==> src/inc/swm_regs.svh <==
// Register offsets, field positions, reset values and timing counts of the mode controller
`ifndef SWM_REGS_SVH
`define SWM_REGS_SVH
`define SWM_OFS_TIMER_CONTROL 8'h88
`define SWM_OFS_RTC_CONFIG_TWO 8'ha2
`define SWM_OFS_PORT0_PULLUP 8'hb2
`define SWM_OFS_PORT1_PULLUP 8'hb3
`define SWM_OFS_PORT2_PULLUP 8'hb4
`define SWM_OFS_POWER_CONTROL 8'hc5
`define SWM_OFS_POWER_IRQ_ENABLE 8'hec
`define SWM_OFS_TEMP_SUPPLY_DELTA 8'hf3
`define SWM_OFS_PERIPHERAL_CONFIG 8'hf4
`define SWM_OFS_SCRATCH0 8'hfb
`define SWM_OFS_WAKE_CONFIG 8'hff
`define SWM_OFS_WAKE_FLAGS 8'hf0
`define SWM_OFS_SWITCH_CTRL 8'hf1
`define SWM_BIT_SLEEP 4
`define SWM_BIT_RAIL_SOURCE 6
`define SWM_BIT_RX2_FLAG 7
`define SWM_BIT_IT0 0
`define SWM_BIT_IE0 1
`define SWM_BIT_IT1 2
`define SWM_BIT_IE1 3
`define SWM_BIT_SUPPLY_ADC_EN 1
`define SWM_BIT_SWITCHOVER_EN 2
`define SWM_BIT_RESTORED_EN 3
`define SWM_BIT_DCIN_SWITCH_EN 1
`define SWM_BIT_VDD_SWITCH_EN 0
`define SWM_BIT_METER_METERING_POWER_DOWN 2
`define SWM_RST_BYTE 8'h00
`define SWM_RST_PULLUP 8'hff
`define SWM_TEMP_MEAS_MASK 8'h03
`define SWM_ALARM_EN_MASK 8'h03
`define SWM_SWITCH_DELAY_MS 30
`define SWM_CLK_KHZ 125000
`endif

==> src/inc/swm_pkg.sv <==
// Types shared by the sleep and wake-up mode controller
package swm_pkg;
    typedef enum logic [1:0] {
        SWM_NORMAL,
        SWM_BATTERY,
        SWM_SLEEP
    } swm_mode_e;
    typedef logic [7:0] swm_byte_t;
endpackage

==> src/rtl/swm_ctrl.sv <==
// Operating mode, wake-up and supply source controller
//
// What this block does
// - Temperature change wakes from sleep unless temperature measurement is disabled.
// - Supply voltage change sets its flag and wakes only when enabled.
// - Main supply restoring wakes unless metering power-down is set, and sets rail source bit 6.
// - RTC interval expiry, which has no enable, sets its flag, raises RTC irq, wakes.
// - RTC alarm wakes only when its alarm enable bits are set.
// - INT0 edge wakes when config is 1; polarity from edge bit; flag untouched.
// - INT1 edge wakes when config is 11x; polarity from edge bit; flag untouched.
// - UART2 receive edge wakes when config is 11 and sets bit 7.
// - External reset low during sleep wakes into battery mode.
// - The four scratch registers keep their values through sleep.
// - In sleep all pins are inputs; pull-ups disabled per pin.
// - Enabled switchover moves rail to battery and disables metering analog.
// - On battery, setting power control bit 4 enters sleep, core off.
// - Wake from sleep into battery mode restarts core at reset vector.
// - Supply restore in sleep enters normal mode, restarts core and analog.
// - Supply return in battery mode restarts analog; core keeps running.
// - Switchover on low supply input happens 30 ms after enabling.
// - Return to main supply only above 2.75 V with power-down cleared.
`timescale 1ns/100ps
`include "swm_regs.svh"
module swm_ctrl #(
    parameter int unsigned SWITCH_DELAY_CYC = `SWM_SWITCH_DELAY_MS * `SWM_CLK_KHZ
) (
    input wire logic clk_sys,
    input wire logic reset,
    input wire logic [7:0] reg_addr,
    input wire swm_pkg::swm_byte_t reg_wdata,
    input wire logic reg_wr,
    input wire logic reg_rd,
    output swm_pkg::swm_byte_t reg_rdata,
    input wire logic temp_change,
    input wire logic supply_adc_change,
    input wire logic rtc_interval_expired,
    input wire logic rtc_alarm,
    input wire logic ext_int0_n,
    input wire logic ext_int1_n,
    input wire logic uart2_receive_line,
    input wire logic ext_reset_n,
    input wire logic vdd_low,
    input wire logic supply_sense_low,
    input wire logic vdd_above_2v75,
    output logic [1:0] op_mode,
    output logic switched_rail,
    output logic core_power_on,
    output logic core_restart,
    output logic metering_analog_on,
    output logic power_mgmt_irq,
    output logic rtc_irq,
    output logic pins_force_input,
    output logic [23:0] pullup_enable
);
    import swm_pkg::*;

    // ************************************************************
    // Pin synchronisers
    // ************************************************************
    localparam int NSYNC = 3;
    logic [NSYNC-1:0] pin_raw;
    logic [NSYNC-1:0] s1_r;
    logic [NSYNC-1:0] s2_r;
    logic [NSYNC-1:0] s3_r;
    logic [NSYNC-1:0] pin_r;
    assign pin_raw = {uart2_receive_line, ext_int1_n, ext_int0_n};

    // Three stages; a level counts only once stages two and three agree
    always_ff @(posedge clk_sys) begin
        if (reset) begin
            s1_r <= {NSYNC{1'b1}};
            s2_r <= {NSYNC{1'b1}};
            s3_r <= {NSYNC{1'b1}};
            pin_r <= {NSYNC{1'b1}};
        end else begin
            s1_r <= pin_raw;
            s2_r <= s1_r;
            s3_r <= s2_r;
            pin_r <= (s2_r & s3_r) | (pin_r & (s2_r | s3_r));
        end
    end

    logic rst_s1_r;
    logic rst_s2_r;
    logic rst_s3_r;
    logic rst_pin_r;
    // Reset pin through the same filter; idle high
    always_ff @(posedge clk_sys) begin
        if (reset) begin
            rst_s1_r <= 1'b1;
            rst_s2_r <= 1'b1;
            rst_s3_r <= 1'b1;
            rst_pin_r <= 1'b1;
        end else begin
            rst_s1_r <= ext_reset_n;
            rst_s2_r <= rst_s1_r;
            rst_s3_r <= rst_s2_r;
            rst_pin_r <= (rst_s2_r & rst_s3_r) | (rst_pin_r & (rst_s2_r | rst_s3_r));
        end
    end

    // ************************************************************
    // Registers
    // ************************************************************
    swm_byte_t timer_control_r;
    swm_byte_t rtc_config_two_r;
    swm_byte_t pull0_r;
    swm_byte_t pull1_r;
    swm_byte_t pull2_r;
    swm_byte_t power_control_r;
    swm_byte_t power_irq_enable_r;
    swm_byte_t temp_supply_delta_r;
    swm_byte_t wake_config_r;
    swm_byte_t switch_ctrl_r;
    swm_byte_t scratch_r [4];
    logic rail_source_flag_r;
    logic uart2_rx_edge_flag_r;
    logic [4:0] wake_flags_r;
    logic [NSYNC-1:0] pin_d_r;
    swm_mode_e mode_r;
    swm_mode_e mode_nxt;

    wire wr_timer_control = reg_wr && reg_addr == `SWM_OFS_TIMER_CONTROL;
    wire wr_per = reg_wr && reg_addr == `SWM_OFS_PERIPHERAL_CONFIG;
    wire wr_flags = reg_wr && reg_addr == `SWM_OFS_WAKE_FLAGS;
    wire wr_pow = reg_wr && reg_addr == `SWM_OFS_POWER_CONTROL;
    // Scratch pad spans four consecutive offsets starting at the first one
    wire scratch_hit = reg_addr >= `SWM_OFS_SCRATCH0 && reg_addr <= `SWM_OFS_SCRATCH0 + 8'h03;
    wire [1:0] scratch_idx = 2'(reg_addr - `SWM_OFS_SCRATCH0);
    wire in_sleep = mode_r == SWM_SLEEP;

    // Edge detection on the filtered pins
    wire [2:0] pin_rise = pin_r & ~pin_d_r;
    wire [2:0] pin_fall = ~pin_r & pin_d_r;
    wire int0_edge = timer_control_r[`SWM_BIT_IT0] ? pin_fall[0] : pin_rise[0];
    wire int1_edge = timer_control_r[`SWM_BIT_IT1] ? pin_fall[1] : pin_rise[1];
    wire rx_edge = pin_rise[2] | pin_fall[2];

    // Wake sources, each with its own gate except the RTC interval expiry and the reset pin
    wire ev_temp = temp_change && (temp_supply_delta_r & `SWM_TEMP_MEAS_MASK) != 8'h00;
    wire ev_vadc = supply_adc_change && power_irq_enable_r[`SWM_BIT_SUPPLY_ADC_EN];
    wire ev_rtc_int = rtc_interval_expired;
    wire ev_alarm = rtc_alarm && (rtc_config_two_r & `SWM_ALARM_EN_MASK) != 8'h00;
    wire ev_int0 = int0_edge && wake_config_r[1:0] == 2'b01;
    wire ev_int1 = int1_edge && wake_config_r[4:3] == 2'b11;
    wire ev_rx = rx_edge && wake_config_r[6:5] == 2'b11;
    wire ev_rst = in_sleep && !rst_pin_r;

    // Supply decisions
    wire restore_ok = vdd_above_2v75 && !switch_ctrl_r[`SWM_BIT_METER_METERING_POWER_DOWN];
    logic [31:0] dcin_cnt_r;
    wire dcin_due = dcin_cnt_r == SWITCH_DELAY_CYC;
    wire switchover = mode_r == SWM_NORMAL &&
        ((vdd_low && switch_ctrl_r[`SWM_BIT_VDD_SWITCH_EN]) || dcin_due);
    wire restore = mode_r != SWM_NORMAL && restore_ok;
    wire maskable_wake = ev_temp | ev_vadc | ev_rtc_int | ev_alarm | ev_int0 | ev_int1 | ev_rx;

    // Mode transitions
    always_comb begin
        mode_nxt = mode_r;
        case (mode_r)
            SWM_NORMAL: if (switchover) mode_nxt = SWM_BATTERY;
            SWM_BATTERY: begin
                if (restore) begin
                    mode_nxt = SWM_NORMAL;
                end else if (wr_pow && reg_wdata[`SWM_BIT_SLEEP]) begin
                    mode_nxt = SWM_SLEEP;
                end
            end
            SWM_SLEEP: begin
                if (restore) begin
                    mode_nxt = SWM_NORMAL;
                end else if (maskable_wake || ev_rst) begin
                    mode_nxt = SWM_BATTERY;
                end
            end
            default: mode_nxt = SWM_NORMAL;
        endcase
    end

    // Low supply-input switchover delay: counts once armed with the input low
    always_ff @(posedge clk_sys) begin
        if (reset || !(supply_sense_low && switch_ctrl_r[`SWM_BIT_DCIN_SWITCH_EN])
            || mode_r != SWM_NORMAL) begin
            dcin_cnt_r <= 32'h0;
        end else if (!dcin_due) begin
            dcin_cnt_r <= dcin_cnt_r + 32'h1;
        end
    end

    // Mode and outputs; core restart pulses on every exit from sleep
    always_ff @(posedge clk_sys) begin
        if (reset) begin
            mode_r <= SWM_NORMAL;
            core_restart <= 1'b0;
        end else begin
            mode_r <= mode_nxt;
            core_restart <= in_sleep && mode_nxt != SWM_SLEEP;
        end
    end

    // Sticky wake flags: set wins over a software clear; held across sleep
    always_ff @(posedge clk_sys) begin
        if (reset) begin
            wake_flags_r <= 5'h0;
            uart2_rx_edge_flag_r <= 1'b0;
            rail_source_flag_r <= 1'b1;
            pin_d_r <= {NSYNC{1'b1}};
        end else begin
            pin_d_r <= pin_r;
            wake_flags_r <= (wake_flags_r & ~(wr_flags ? reg_wdata[4:0] : 5'h0))
                | {ev_rst, ev_alarm, ev_rtc_int, ev_vadc, ev_temp};
            uart2_rx_edge_flag_r <= ev_rx
                || (uart2_rx_edge_flag_r && !(wr_per && !reg_wdata[`SWM_BIT_RX2_FLAG]));
            rail_source_flag_r <= mode_nxt == SWM_NORMAL;
        end
    end

    // Software registers; retained in every mode since this logic is always powered
    always_ff @(posedge clk_sys) begin
        if (reset) begin
            timer_control_r <= `SWM_RST_BYTE;
            rtc_config_two_r <= `SWM_RST_BYTE;
            pull0_r <= `SWM_RST_PULLUP;
            pull1_r <= `SWM_RST_PULLUP;
            pull2_r <= `SWM_RST_PULLUP;
            power_control_r <= `SWM_RST_BYTE;
            power_irq_enable_r <= `SWM_RST_BYTE;
            temp_supply_delta_r <= `SWM_RST_BYTE;
            wake_config_r <= `SWM_RST_BYTE;
            switch_ctrl_r <= `SWM_RST_BYTE;
            for (int i = 0; i < 4; i++) begin
                scratch_r[i] <= `SWM_RST_BYTE;
            end
        end else if (reg_wr) begin
            case (reg_addr)
                `SWM_OFS_TIMER_CONTROL: timer_control_r <= reg_wdata;
                `SWM_OFS_RTC_CONFIG_TWO: rtc_config_two_r <= reg_wdata;
                `SWM_OFS_PORT0_PULLUP: pull0_r <= reg_wdata;
                `SWM_OFS_PORT1_PULLUP: pull1_r <= reg_wdata;
                `SWM_OFS_PORT2_PULLUP: pull2_r <= reg_wdata;
                `SWM_OFS_POWER_CONTROL: power_control_r <= reg_wdata & 8'hef;
                `SWM_OFS_POWER_IRQ_ENABLE: power_irq_enable_r <= reg_wdata;
                `SWM_OFS_TEMP_SUPPLY_DELTA: temp_supply_delta_r <= reg_wdata;
                `SWM_OFS_WAKE_CONFIG: wake_config_r <= reg_wdata;
                `SWM_OFS_SWITCH_CTRL: switch_ctrl_r <= reg_wdata;
                default: begin
                    if (scratch_hit) begin
                        scratch_r[scratch_idx] <= reg_wdata;
                    end
                end
            endcase
        end
    end

    // ************************************************************
    // Read path and outputs
    // ************************************************************
    swm_byte_t rd_mux;
    // Flag bits of timer control are never touched here, the wake edge leaves them alone
    always_comb begin
        case (reg_addr)
            `SWM_OFS_TIMER_CONTROL: rd_mux = timer_control_r;
            `SWM_OFS_RTC_CONFIG_TWO: rd_mux = rtc_config_two_r;
            `SWM_OFS_PORT0_PULLUP: rd_mux = pull0_r;
            `SWM_OFS_PORT1_PULLUP: rd_mux = pull1_r;
            `SWM_OFS_PORT2_PULLUP: rd_mux = pull2_r;
            `SWM_OFS_POWER_CONTROL: rd_mux = power_control_r;
            `SWM_OFS_POWER_IRQ_ENABLE: rd_mux = power_irq_enable_r;
            `SWM_OFS_TEMP_SUPPLY_DELTA: rd_mux = temp_supply_delta_r;
            `SWM_OFS_WAKE_CONFIG: rd_mux = wake_config_r;
            `SWM_OFS_SWITCH_CTRL: rd_mux = switch_ctrl_r;
            `SWM_OFS_WAKE_FLAGS: rd_mux = {3'b000, wake_flags_r};
            `SWM_OFS_PERIPHERAL_CONFIG: rd_mux = {uart2_rx_edge_flag_r, rail_source_flag_r,
                4'h0, mode_r};
            default: rd_mux = scratch_hit ? scratch_r[scratch_idx] : 8'h00;
        endcase
    end

    // Registered outputs; the metering analog only runs on the main supply
    always_ff @(posedge clk_sys) begin
        if (reset) begin
            reg_rdata <= 8'h00;
            op_mode <= 2'b00;
            switched_rail <= 1'b0;
            core_power_on <= 1'b1;
            metering_analog_on <= 1'b1;
            power_mgmt_irq <= 1'b0;
            rtc_irq <= 1'b0;
            pins_force_input <= 1'b0;
            pullup_enable <= 24'hffffff;
        end else begin
            reg_rdata <= reg_rd ? rd_mux : 8'h00;
            op_mode <= mode_nxt;
            switched_rail <= mode_nxt != SWM_NORMAL;
            core_power_on <= mode_nxt != SWM_SLEEP;
            metering_analog_on <= mode_nxt == SWM_NORMAL;
            power_mgmt_irq <= wake_flags_r[1] ||
                (power_irq_enable_r[`SWM_BIT_SWITCHOVER_EN] && switchover) ||
                (power_irq_enable_r[`SWM_BIT_RESTORED_EN] && restore);
            rtc_irq <= wake_flags_r[2] || wake_flags_r[3];
            pins_force_input <= mode_nxt == SWM_SLEEP;
            pullup_enable <= {pull2_r, pull1_r, pull0_r};
        end
    end
endmodule // swm_ctrl

==> config.mk <==
export PLATFORM = sky130hd
export DESIGN_NAME = swm_ctrl
export DESIGN_NICKNAME = d
export VERILOG_FILES = /design/src/inc/swm_pkg.sv /design/src/rtl/swm_ctrl.sv
export VERILOG_INCLUDE_DIRS = /design/src /design/src/inc
export SDC_FILE = /design/constraint.sdc
export NUM_CORES = 1
export LEC_CHECK = 0
export BUFFER_PORTS_ARGS = -buffer_cell sky130_fd_sc_hd__buf_4
export CORE_MARGIN = 10
export CORE_UTILIZATION = 45
export DETAILED_ROUTE_END_ITERATION = 12
export GPL_ROUTABILITY_DRIVEN = 0
export GPL_TIMING_DRIVEN = 0
export PLACE_DENSITY = 0.63
export SYNTH_ARGS = -nofsm -noshare
export SYNTH_HDL_FRONTEND = slang
export SYNTH_SLANG_ARGS = --single-unit
export TNS_END_PERCENT = 20
==> constraint.sdc <==
create_clock -name clk_sys -period 3.2 [get_ports clk_sys]
set_clock_uncertainty 0.15 [all_clocks]
set_input_delay 0.32 -clock clk_sys [delete_from_list [all_inputs] [get_ports clk_sys]]
set_output_delay 0.32 -clock clk_sys [all_outputs]
set_load 0.01 [all_outputs]
Word-level counts from Yosys, hierarchy flattened. Memories as Yosys holds them, arrays and structs flattened. Cells that the tools add are included.

Latch bits: 0. Memories kept: 1. RAM bits: 32. Logic and storage cells: 155. Bits in read-only memories: 0. Input bits: 31. Output and inout bits: 41. Register bits: 177.

Memory list: scratch_r (depth 4, bits a word 8, read ports 1, clocked after memory_dff 0, wr ports 4, RTL line swm_ctrl.sv:115) `swm_byte_t scratch_r [4];`.

Shift operators: 0. $add $sub $neg: 2. Bitwise gates (word level): 23. Equality and inequality tests: 20. Multiplexer cells: 21. $mul: 0. Divide/modulo/power cells: 0. Reductions and logical operators: 54. Magnitude comparators: 2.

Operator list (count): equality test 8 bit (second input constant) (12); one-hot mux 8 bit (12 select lines) (1); adder 32 x 1 -> 32 bit (second input constant) (1); equality test 32 x 22 -> 1 bit (second input constant) (1); logical AND 1 bit (22); AND reduction 2 bit (10); two-way mux 8 bit (2); nonzero test 8 bit (2); AND 3 bit (4); two-way mux 2 bit (6); two-way mux 1 bit (10); OR reduction 10 bit (1); bitwise OR 1 bit (9); equality test 2 bit (second input constant) (4); >= comparator 8 bit (second input constant) (1); <= comparator 8 bit (second input constant) (1); logical OR 1 bit (8); OR reduction 8 bit (1); NOT 3 bit (2); bitwise OR 3 bit (2); one-hot mux 2 bit (3 select lines) (1); AND 5 bit (1); zero test 1 bit (5); two-way mux 5 bit (1); other kinds (10) (14).

Longest topological paths before layout. Gate-level depths: netlist of run 1.

Depth after elaboration: 14. Mapped depth: 11. Gate-level depth less buffers: 7.

Least setup slack after synthesis of run 1. OpenSTA, ideal clock, no wires.

Kind: input -> register. Start: in reg_addr[0]. End: mem scratch_r[0][0] in the netlist's numbering, enable pin. Slack: 371 ps. Buffers on the path: 4. Setup time: 330 ps. Stages: 10. Arrival time: 2350 ps. Required time: 2720 ps. Cells stage by stage: buf_2 > buf_1 > inv_1 > ha_1 > clkbuf_1 > nor2b_1 > o21ai_0 > and3_1 > clkbuf_1 > a41o_1.

RTL lines: from (decl) (RTL line swm_ctrl.sv:29) `input wire logic [7:0] reg_addr,`; to (decl) (RTL line swm_ctrl.sv:115).

==> results.ini, run 1 <==
[cells_and_area]
diodes=0
layout.nets=1073
final_cell_mix=dfxtp_1 (177), nand2_1 (81), nor2_1 (79)
drive_above_1_share_pct=19.4
final_common_cell=dfxtp_1
area_delta_synth_final_pct=20.2
stdcell_area_sq_um=10800

[placed_design]
io_buffers=68
post-place-ws_ns=-0.594
place_area_sq_um=9800
dp.final_hpwl_microns=18600

[critical_path]
cp_cell_sequence=buf_4 > buf_2 > buf_1 > inv_1 > ha_1 > nor2b_1 > o21ai_0 > and3_1 > clkbuf_1 > a41o_2
cp_num_buf_inv=5
worstPathRequired_ns=3.24
cpLargestDelayFamily=buffers and inverters
critical_path_class=primary input to register
slowest_delay_ns=0.47
worstSetupEndpointType=register
cp_max_fo=10
slowest_stage=ha_1
arrival_ns=3.02
start_kind=primary input

[worst_hold_path]
holdCritPathClass=primary input to register

[sta]
fmax_ghz=0.335
finalHoldViolations=0
setup_viol=0
period_minus_slack_ns=2.99
finalMaxSlewViolations=0
maxSlewHeadroom_pct=41.7
setup_ws_ns=0.214
max_slew.worst_pin.slew_ns=0.872
rsz0062_at_grt=no
timing.final.crit_share_pct=93.3

[die]
dieArea_sq_um=26000
ioPinCount=72
die_w_microns=161
die_y_microns=161
core_area_sq_um=19500
start_util_pct=45.9
rows=51

[detailed_routing]
via_per_inst=5.65
drt_iter0_markers=656
wl_per_cell_microns=19.9
firstDrtPassIters=5
ant_nets=0
vias=7441
route.detailed.drc=0
drt-total-wl_microns=26200

[power]
peakVddDrop_mv=0.411
leakage_uw=0.00392
power_density_nw_per_um2=537

[synthesis]
yosys_warnings=0
syn_area_sq_um=8960
synth-main-ff-cell=dfxtp_1
synth_edf_count=32
synthDistinctLibCells=74
async_flop_share_pct=0
syn_area_per_cell_sq_um=9.66
synthesis.instances=928
syn_nets=965
seq_area_frac_synth_pct=50.3
yosys_register_bits=209

[global_route]
grt_max_degree=14
grt_remaining_overflow=0
grt_pass1_wl_microns=41100
grt_pass1_vias=7066
antenna_found_initial=0
grt_usage_pct=19.6

[clocking]
post_cts_buffers=0
clk_pin_slew_ns=0.06
htree_levels=1
clk_path_buf_depth=3
cts-root-buf=clkbuf_16
clk_latency_ns=0.51
cts_tree=yes
numCtsBuffers=24
clock_sinks=209

[run]
drv_cap=0

[status]
status=completed

layer usage:
layer	global-route usage, %	up-vias	share of wire (%)
met3	5.13	38	8.9
met4	4.88	0	2.3
met2	30.5	304	44
li1	-	3529	-
met5	0	-	0
met1	26.7	3570	45
per-stage QoR:
step | instances | setup TNS, ns | hold slack, ns | utilization, % | total power (uW)
3_3_place_gp | 1261 | -21.09 | 0.241 | 50.2 | 3040
3_5_place_dp | 1261 | -21.65 | 0.248 | 50.2 | 3040
2_1_floorplan | 928 | 0 | 0.239 | - | 2910
4_1_cts | 1319 | 0 | 0.0243 | 55.2 | 5820
6_report | 1318 | 0 | 0.0295 | 55.1 | 5790
5_1_grt | 1318 | 0 | 0.0327 | 55.1 | 5980
synth_stat cells, types with 5 or more instances:
cell type	instances	area share, %
a211o_1	20	2.0
a21oi_1	71	4.0
a221oi_1	5	0.49
a222oi_1	6	0.67
a22o_1	7	0.68
a22oi_1	11	0.92
a31oi_1	8	0.56
and2_1	28	2.0
and3_1	17	1.2
buf_2	15	0.84
clkbuf_1	40	1.7
dfxtp_1	177	40
edfxtp_1	32	11
ha_1	6	0.84
inv_1	18	0.75
mux2i_1	20	2.2
mux4_2	8	2.0
nand2_1	81	3.4
nand2b_1	8	0.56
nand3_1	66	3.7
nand3b_1	5	0.42
nand4_1	8	0.56
nor2_1	79	3.3
nor2b_1	13	0.91
nor4_1	11	0.77
o21ai_0	12	0.67
o21bai_1	8	0.67
or2_2	39	2.7
xnor2_1	15	1.5
xor2_1	8	0.78
power by group:
part | internal, uW | leakage (uW) | total [uW] | switching (uW)
Combinational | 103 | 0.00178 | 296 | 193
Sequential | 2700 | 0.00173 | 2710 | 10.2
Clock | 1720 | 0.000408 | 2780 | 1060
flip-flops by register name (all words and copies together) (netlist names), 8 cells and up:
name	cells
dcin_cnt_r	32
scratch_r	32
pullup_enable	24
power_irq_enable_r	8
pull0_r	8
pull1_r	8
pull2_r	8
reg_rdata	8
rtc_config_two_r	8
switch_ctrl_r	8
temp_supply_delta_r	8
timer_control_r	8
wake_config_r	8
worst paths after layout:
path / from / end / slack, ns / cells past startpoint
max reg2reg: op_mode[0]$_SDFF_PP0_ / core_power_on$_SDFF_PP1_ / 0.87 / 5
max: reg_addr[0] / scratch_r[0][6]$_SDFFCE_PN0P_ / 0.21 / 10
min reg2reg: s1_r[1]$_SDFF_PP1_ / s2_r[1]$_SDFF_PP1_ / 0.26 / 1
min: rtc_alarm / wake_flags_r[3]$_SDFF_PP0_ / 0.03 / 3
cells by family (layout without fill, tap and decap cells):
logic type / count (synthesis) / in the layout / synth area share [%]
AO/OA/AOI/OAI: 177 / 177 / 13.4
XOR/XNOR: 23 / 23 / 2.25
adder cells (fa/ha/maj): 6 / 6 / 0.838
buffers and inverters: 82 / 207 / 4.09
flip-flops: 209 / 209 / 50.3
multiplexers: 28 / 28 / 4.25
AND/OR/NAND/NOR: 403 / 403 / 24.9
tightest hold or removal path: cells and delay by family:
kind / cells / cell delay (ns)
AOI/OAI and AO/OA: 2 / 0.20
buffers and inverters: 1 / 0.12
final cells by class:
| type | instances | area [sq um] |
|---|---|---|
| Inverter | 18 | 67.6 |
| Tap cell | 265 | 332 |
| Multi-Input combinational cell | 637 | 4090 |
| Fill cell | 1832 | 8760 |
| Timing Repair Buffer | 83 | 661 |
| Sequential cell | 209 | 4500 |
| Clock buffer | 35 | 723 |
| Buffer | 63 | 295 |
| Clock inverter | 8 | 91.3 |
repair_timing:
item,CTS,global route
setup endpoints to repair,24,33
resized for setup,3,0
hold endpoints to repair,25,0
hold buffers,15,0
Note: power is estimated with default switching activity, not from simulation.
==> inputs of run 2 (changes only) <==
--- a/config.mk
+++ b/config.mk
@@ -6,7 +6,8 @@
 export SDC_FILE = /design/constraint.sdc
 export NUM_CORES = 1
 export LEC_CHECK = 0
-export BUFFER_PORTS_ARGS = -buffer_cell sky130_fd_sc_hd__buf_4
+export ABC_AREA = 1
+export BUFFER_PORTS_ARGS = -buffer_cell sky130_fd_sc_hd__buf_2
 export CORE_MARGIN = 10
 export CORE_UTILIZATION = 45
 export DETAILED_ROUTE_END_ITERATION = 12
==> results.ini, run 2 <==
[worst_hold_path]
holdCritPathClass=primary input to register
holdPathStages=3  ; unchanged
hold_end=power_control_r[7]$_SDFFE_PP0N_
hp-start=reg_wdata[7]

[synthesis]
async_flop_share_pct=0  ; unchanged
synth_top_area_cell=dfxtp_1
synth.area.top_cells=dfxtp_1 (39%), edfxtp_1 (11%), nand2_1 (8.7%)
yosys_register_bits=209  ; unchanged
syn_area_sq_um=9050  ; +0.98%
syn_area_per_cell_sq_um=7.72  ; -20%
synth-main-ff-cell=dfxtp_1
synth.most_common_cell=nand2_1
synthesis.instances=1172  ; +26%
yosys_warnings=0  ; unchanged
seq_area_frac_synth_pct=49.8  ; -0.49 points
synth_edf_count=32  ; unchanged
syn_nets=1209  ; +25%
synth_common_cells=nand2_1 (209), dfxtp_1 (177), nor2_1 (148), inv_1 (127), o21ai_0 (124)
synth_top_area_share_pct=39.2  ; -0.38 points
synthDistinctLibCells=43  ; -42%

[critical_path]
critical_path_class=primary input to register
worstSetupEndpointType=register
r2r_slack_ns=1.21  ; +0.34 ns
slowest_stage=buf_2
r2r-end=dcin_cnt_r[30]$_SDFFE_PP0N_
rr_worst_depth=12  ; +7
slowest_delay_ns=0.31  ; -0.16 ns
cp_cell_sequence=buf_2 > buf_2 > clkinv_1 > buf_2 > ha_1 > inv_1 > nor2_1 > nand2_2 > nand2_1 > nor2_2 > nand3_4 > nor2_4 > nand3_4 > nand2_1
arrival_ns=2.97  ; -0.05 ns
worstPathRequired_ns=3.22  ; -0.02 ns
cp_max_fo=11  ; +1
start_kind=primary input
reg2reg_from=dcin_cnt_r[0]$_SDFFE_PP0N_
worst_path_most_repeated_cell=buf_2

[power]
power_frac_comb_pct=4.7  ; -0.4 points
switching_power_uw=1300  ; +2.8%
peakVddDrop_mv=0.426  ; +3.5%
fin_total_pwr_uw=5660  ; -2.1%
p_int_uw=4360  ; -3.5%
power_density_nw_per_um2=537  ; about the same
pwr-share-seq_pct=47.8  ; +1.0 points
switching_share_pct=23.0  ; +1.1 points
clkPwrFrac_pct=47.6  ; -0.5 points
leakage_uw=0.00416  ; +5.9%

[placed_design]
place_area_sq_um=9690  ; -1.1%
placedCellCount=1500  ; +19%
post-place-ws_ns=-1.01  ; -0.417 ns
io_buffers=63  ; -7.4%
dp.final_hpwl_microns=18800  ; +0.67%

[die]
dieArea_sq_um=26200  ; +0.86%
rows=51  ; unchanged
die_y_microns=162  ; +0.43%
die_w_microns=162  ; +0.43%
start_util_pct=46.2  ; +0.30 points
ioPinCount=72  ; unchanged
core_area_sq_um=19600  ; +0.33%

[global_route]
grt_pass1_wl_microns=41200  ; about the same
antenna_found_initial=0  ; unchanged
grt_pass1_vias=7847  ; +11%
grt_usage_pct=19.4  ; -0.22 points
grt_remaining_overflow=0  ; unchanged
grt_max_degree=13  ; -1

[clocking]
clk_latency_ns=0.53  ; +0.02 ns
cts_tree=yes
clk_path_buf_depth=3  ; unchanged
numCtsBuffers=24  ; unchanged
clk_pin_slew_ns=0.06  ; about the same
cts-root-buf=clkbuf_16
htree_levels=1  ; unchanged
clock_sinks=209  ; unchanged
post_cts_buffers=0  ; unchanged

[sta]
timing.final.crit_share_pct=92.2  ; -1.1 points
rsz0062_at_grt=no
finalMaxSlewViolations=0  ; unchanged
finalHoldViolations=0  ; unchanged
max_slew.worst_pin.slew_ns=0.799  ; -0.0730 ns
setup_ws_ns=0.248  ; +0.0340 ns
fmax_ghz=0.339  ; +1.2%
maxSlewHeadroom_pct=46.7  ; +5.0 points
period_minus_slack_ns=2.95  ; -0.0340 ns
setup_viol=0  ; unchanged

[detailed_routing]
drt_iter0_markers=505  ; -23%
wl_per_cell_microns=16.9  ; -15%
ant_nets=0  ; unchanged
via_per_inst=5.17  ; -8.4%
vias=7999  ; +7.5%
firstDrtPassIters=5  ; unchanged
route.detailed.drc=0  ; unchanged
drt-total-wl_microns=26100  ; -0.45%

[status]
status=completed

[cells_and_area]
reg_top3=dcin_cnt_r x32, scratch_r x32, pullup_enable x24
drive_above_1_share_pct=14.2  ; -5.2 points
layout.nets=1304  ; +22%
num-fill-cells=1938  ; +5.8%
diodes=0  ; unchanged
finalNonFillerCells=1546  ; +17%
stdcell_area_sq_um=10500  ; -2.1%
final_cell_mix=nand2_1 (208), dfxtp_1 (177), nor2_1 (148)
area_delta_synth_final_pct=16.5
final_common_cell=nand2_1

[run]
drv_cap=0  ; unchanged

==> run 2: cell count changes in the layout (fill, tap and decap cells not counted), sizes merged, moves of 13 or more <==
cell,previous run,this run
xnor2,15,0
and2,30,2
nor3,4,28
nor2,80,165
nor4,15,1
or2,41,15
mux2i,20,0
o21ai,13,124
inv,19,133
nand2,81,223
and3,22,0
a21oi,71,114
nor2b,13,0
a211o,20,0
==> run 2: power by group through the flow <==
stage                     registers (uW)  clock network, uW  logic (uW)
after floorplan                     2760                  0         151
after global placement              2760                  0         254
after detailed placement            2760                  0         256
after CTS                           2710               2730         264
after global routing                2710               2820         294
final                               2710               2690         266
==> run 2: routing by layer <==
layer / up-vias / share of wire, % / track usage [%]
met2: 241 / 47 / 32.3
met3: 53 / 7.1 / 3.89
met1: 3681 / 43 / 24.4
met5: - / 0 / 0
li1: 4024 / - / -
met4: 0 / 3.1 / 7.20
==> run 2: through the flow <==
stage | hold slack (ns) | setup TNS (ns) | util [%]
CTS | 0.00789 | 0 | 53.7
floorplan | 0.239 | 0 | -
global route | 0.0286 | 0 | 53.8
finish | 0.0163 | 0 | 53.8
global placement | 0.241 | -16.84 | 49.5
detailed placement | 0.247 | -19.62 | 49.5
==> run 2: kinds of logic after synthesis <==
| group | after synthesis | share of synthesized area, % |
|---|---|---|
| AND/OR/NAND/NOR | 515 | 26.1 |
| AO/OA/AOI/OAI | 258 | 15.0 |
| flip-flops | 209 | 49.8 |
| buffers and inverters | 181 | 8.01 |
| adder cells (fa/ha/maj) | 6 | 0.830 |
| XOR/XNOR | 3 | 0.290 |
==> run 2: final cells by class <==
type	instances	area [sq um]	share of cell area, %
inverters	134	503	4.77
flip-flops and latches	209	4500	42.7
plain buffers	47	221	2.10
well taps	265	332	3.15
multi-input cells	782	3840	36.4
clock inverters	5	67.6	0.641
clock buffers	35	702	6.66
repair buffers	69	375	3.56
==> run 2: how the worst max path moves through the flow <==
stage / start / endpoint / slack, ns / cells past startpoint
floorplan: reg_addr[0] / scratch_r[2][0]$_SDFFCE_PN0P_ / 0.25 / 11
global placement: reg_addr[0] / scratch_r[2][7]$_SDFFCE_PN0P_ / -0.85 / 8
detailed placement: reg_addr[0] / scratch_r[2][7]$_SDFFCE_PN0P_ / -1.01 / 8
CTS: reg_addr[0] / scratch_r[3][5]$_DFFE_PP_ / 0.11 / 12
global route: reg_addr[0] / scratch_r[1][0]$_SDFFCE_PN0P_ / 0.003 / 14
finish: reg_addr[0] / scratch_r[1][0]$_SDFFCE_PN0P_ / 0.25 / 14
==> run 2: what timing repair did <==
item | in CTS | in global routing
hold buffers | 6 | 0
gates resized for setup | 3 | 3
endpoints found under the hold margin | 6 | 0
endpoints found under the setup margin | 16 | 24
==> run 2: critical path: cells and delay by family <==
kind                       cells  cell delay [ns]
and+or+nand+nor                8             1.35
adders and majority gates      1             0.27
buffers and inverters          5             1.01
==> inputs of run 3 (changes only) <==
--- a/config.mk
+++ b/config.mk
@@ -9,12 +9,12 @@
 export ABC_AREA = 1
 export BUFFER_PORTS_ARGS = -buffer_cell sky130_fd_sc_hd__buf_2
 export CORE_MARGIN = 10
-export CORE_UTILIZATION = 45
+export CORE_UTILIZATION = 43
 export DETAILED_ROUTE_END_ITERATION = 12
 export GPL_ROUTABILITY_DRIVEN = 0
 export GPL_TIMING_DRIVEN = 0
-export PLACE_DENSITY = 0.63
+export PLACE_DENSITY = 0.6
 export SYNTH_ARGS = -nofsm -noshare
 export SYNTH_HDL_FRONTEND = slang
 export SYNTH_SLANG_ARGS = --single-unit
-export TNS_END_PERCENT = 20
+export TNS_END_PERCENT = 30
==> results.ini, run 3 (synthesis results as in run 2) <==
[critical_path]
cp_max_fo=11  ; unchanged
cp_cell_sequence=buf_2 > buf_2 > clkinvlp_4 > buf_2 > ha_1 > inv_1 > nor2_1 > nand2_2 > nand2_1 > nor2_2 > nand3_4 > nor2_4 > nand3_4 > nand2_1
slowest_stage=nand2_1
cpLargestDelayFamily=simple AND/OR/NAND/NOR gates
slowest_delay_ns=0.32  ; about the same
arrival_ns=2.94  ; -0.03 ns
critical_path_class=primary input to register
rr_worst_depth=12  ; unchanged
reg2reg_from=dcin_cnt_r[0]$_SDFFE_PP0N_
worst_path_most_repeated_cell=buf_2
worstSetupEndpointType=register
r2r_slack_ns=1.21  ; about the same
r2r-end=dcin_cnt_r[30]$_SDFFE_PP0N_
start_kind=primary input
worstPathRequired_ns=3.24  ; +0.02 ns
cp_num_buf_inv=5  ; unchanged

[power]
peakVddDrop_mv=0.380  ; -11%
pwr-share-seq_pct=47.9  ; about the same
switching_share_pct=22.4  ; -0.54 points
switching_power_uw=1270  ; -2.6%
power_frac_comb_pct=4.7  ; about the same
clkPwrFrac_pct=47.4  ; -0.2 points
leakage_uw=0.00416  ; +0.11%
p_int_uw=4380  ; +0.41%
power_density_nw_per_um2=535  ; -0.48%

[die]
dieArea_sq_um=27200  ; +4.1%
rows=53  ; +3.9%
die_y_microns=165  ; +2.0%
start_util_pct=43.3  ; -2.9 points
core_area_sq_um=20900  ; +6.6%
ioPinCount=72  ; unchanged
die_w_microns=165  ; +2.0%

[cells_and_area]
diodes=0  ; unchanged
layout.nets=1304  ; unchanged
area_delta_synth_final_pct=16.7
finalNonFillerCells=1560  ; +0.91%
final_core_util_pct=50.6  ; -3.2 points
final_cell_mix=nand2_1 (208), dfxtp_1 (177), nor2_1 (148)
reg_top3=dcin_cnt_r x32, scratch_r x32, pullup_enable x24
final_common_cell=nand2_1
num-fill-cells=2106  ; +8.7%
drive_above_1_share_pct=14.3  ; +0.11 points

[sta]
maxSlewHeadroom_pct=48.4  ; +1.7 points
fmax_ghz=0.344  ; +1.7%
setup_viol=0  ; unchanged
rsz0062_at_grt=no
timing.final.crit_share_pct=90.7  ; -1.5 points
max_slew.worst_pin.slew_ns=0.773  ; -0.0253 ns
setup_ws_ns=0.297  ; +0.0485 ns
finalHoldViolations=1  ; +1
finalMaxSlewViolations=0  ; unchanged
period_minus_slack_ns=2.90  ; -0.0485 ns
whs_ns=-0.00224  ; -0.0186 ns

[placed_design]
placedCellCount=1510  ; +0.67%
dp.final_hpwl_microns=19200  ; +2.4%
io_buffers=63  ; unchanged
post-place-ws_ns=-0.882  ; +0.130 ns

[global_route]
grt_pass1_wl_microns=41400  ; +0.57%
grt_remaining_overflow=0  ; unchanged
grt_pass1_vias=7752  ; -1.2%
antenna_found_initial=0  ; unchanged
grt_max_degree=13  ; unchanged
grt_usage_pct=19.2  ; -0.19 points

[clocking]
htree_levels=1  ; unchanged
numCtsBuffers=24  ; unchanged
clock_sinks=209  ; unchanged
cts-root-buf=clkbuf_16
cts_tree=yes
clk_pin_slew_ns=0.06  ; about the same
clk_path_buf_depth=3  ; unchanged
post_cts_buffers=0  ; unchanged
clk_latency_ns=0.52  ; about the same

[worst_hold_path]
hp-start=reg_wdata[7]
holdCritPathClass=primary input to register
holdPathStages=3  ; unchanged
hold_end=power_control_r[7]$_SDFFE_PP0N_

[run]
drv_cap=0  ; unchanged

[detailed_routing]
highest_layer=met4
vias=8005  ; +0.075%
drt-total-wl_microns=26400  ; +1.2%
route.detailed.drc=0  ; unchanged
wl_met2_microns=12500  ; +2.5%
ant_nets=0  ; unchanged
wl_met1_microns=11600  ; +2.9%
via_per_inst=5.13  ; -0.82%
wl_met3_microns=1810  ; -2.5%
firstDrtPassIters=5  ; unchanged
drt_iter0_markers=527  ; +4.4%
wl_per_cell_microns=16.9  ; +0.27%

[status]
failed_checks=hold timing
status=finished with violations

## run 3: cell types whose count changed in the layout (fill, tap and decap cells not counted)
cell	change
o21ai_4	-1
clkbuf_1	+3
clkinvlp_4	+1
clkinv_1	-1
clkinv_8	-1
o21ai_2	+1
clkbuf_16	+1
inv_8	-1
bufinv_16	-1
clkinv_2	+1
clkbuf_8	+2
## run 3: area by class of cell
cell class                 count  area (sq um)  area share, %
clock inverter                 3          15.0          0.142
tap                          275           344           3.26
buffer                        47           221           2.10
timing repair buffer          69           375           3.55
inverter                     134           507           4.80
clock buffer                  41           766           7.25
multi-input combinational    782          3830           36.3
sequential                   209          4500           42.6
## run 3: through the flow
step	TNS (ns)	cell area (sq um)	hold WS, ns	total power (uW)
6_report	0	10600	-0.00224	5650
3_5_place_dp	-18.84	9710	0.243	3020
3_3_place_gp	-18.06	9710	0.241	3020
5_1_grt	0	10600	0.0167	5820
2_1_floorplan	0	9050	0.239	2910
4_1_cts	0	10500	0.000992	5700
## run 3: metal layers
layer / vias up / global-route usage (%)
li1: 4019 / -
met1: 3731 / 24.6
met2: 223 / 32.4
met3: 32 / 3.74
met4: 0 / 5.15
met5: - / 0
## run 3: repair_timing
action,in CTS,in global routing
gates resized for setup,2,4
endpoints found under the hold margin,6,0
pin swaps,0,0
setup endpoints to repair,16,32
hold buffers,6,0
## run 3: worst max path at each step
stage | cells past startpoint | start | slack [ns] | to
final | 14 | reg_addr[0] | 0.30 | scratch_r[1][5]$_SDFFCE_PN0P_
after CTS | 8 | reg_addr[0] | 0.01 | scratch_r[2][5]$_SDFFCE_PN0P_
after detailed placement | 8 | reg_addr[0] | -0.88 | scratch_r[2][6]$_SDFFCE_PN0P_
after global routing | 14 | reg_addr[0] | 0.02 | scratch_r[1][5]$_SDFFCE_PN0P_
after global placement | 8 | reg_addr[0] | -0.88 | scratch_r[2][6]$_SDFFCE_PN0P_
after floorplan | 11 | reg_addr[0] | 0.25 | scratch_r[2][0]$_SDFFCE_PN0P_
## run 3: worst reg2reg max path, cell delays in order (launching register included)
cell	delay, ns
dfxtp_1	0.40
ha_1	0.20
nand2_1	0.05
inv_1	0.13
nand2_1	0.11
nor2_1	0.14
nand2_1	0.11
nor2_1	0.17
inv_1	0.10
nor2_2	0.14
nand3_1	0.08
nand2_1	0.07
nor2_1	0.04
## run 3: power groups by stage
stage	clock (uW)	combinational, uW	sequential (uW)
2_1_floorplan	0	151	2760
3_3_place_gp	0	255	2760
3_5_place_dp	0	255	2760
4_1_cts	2730	262	2710
5_1_grt	2820	288	2710
6_report	2680	264	2710
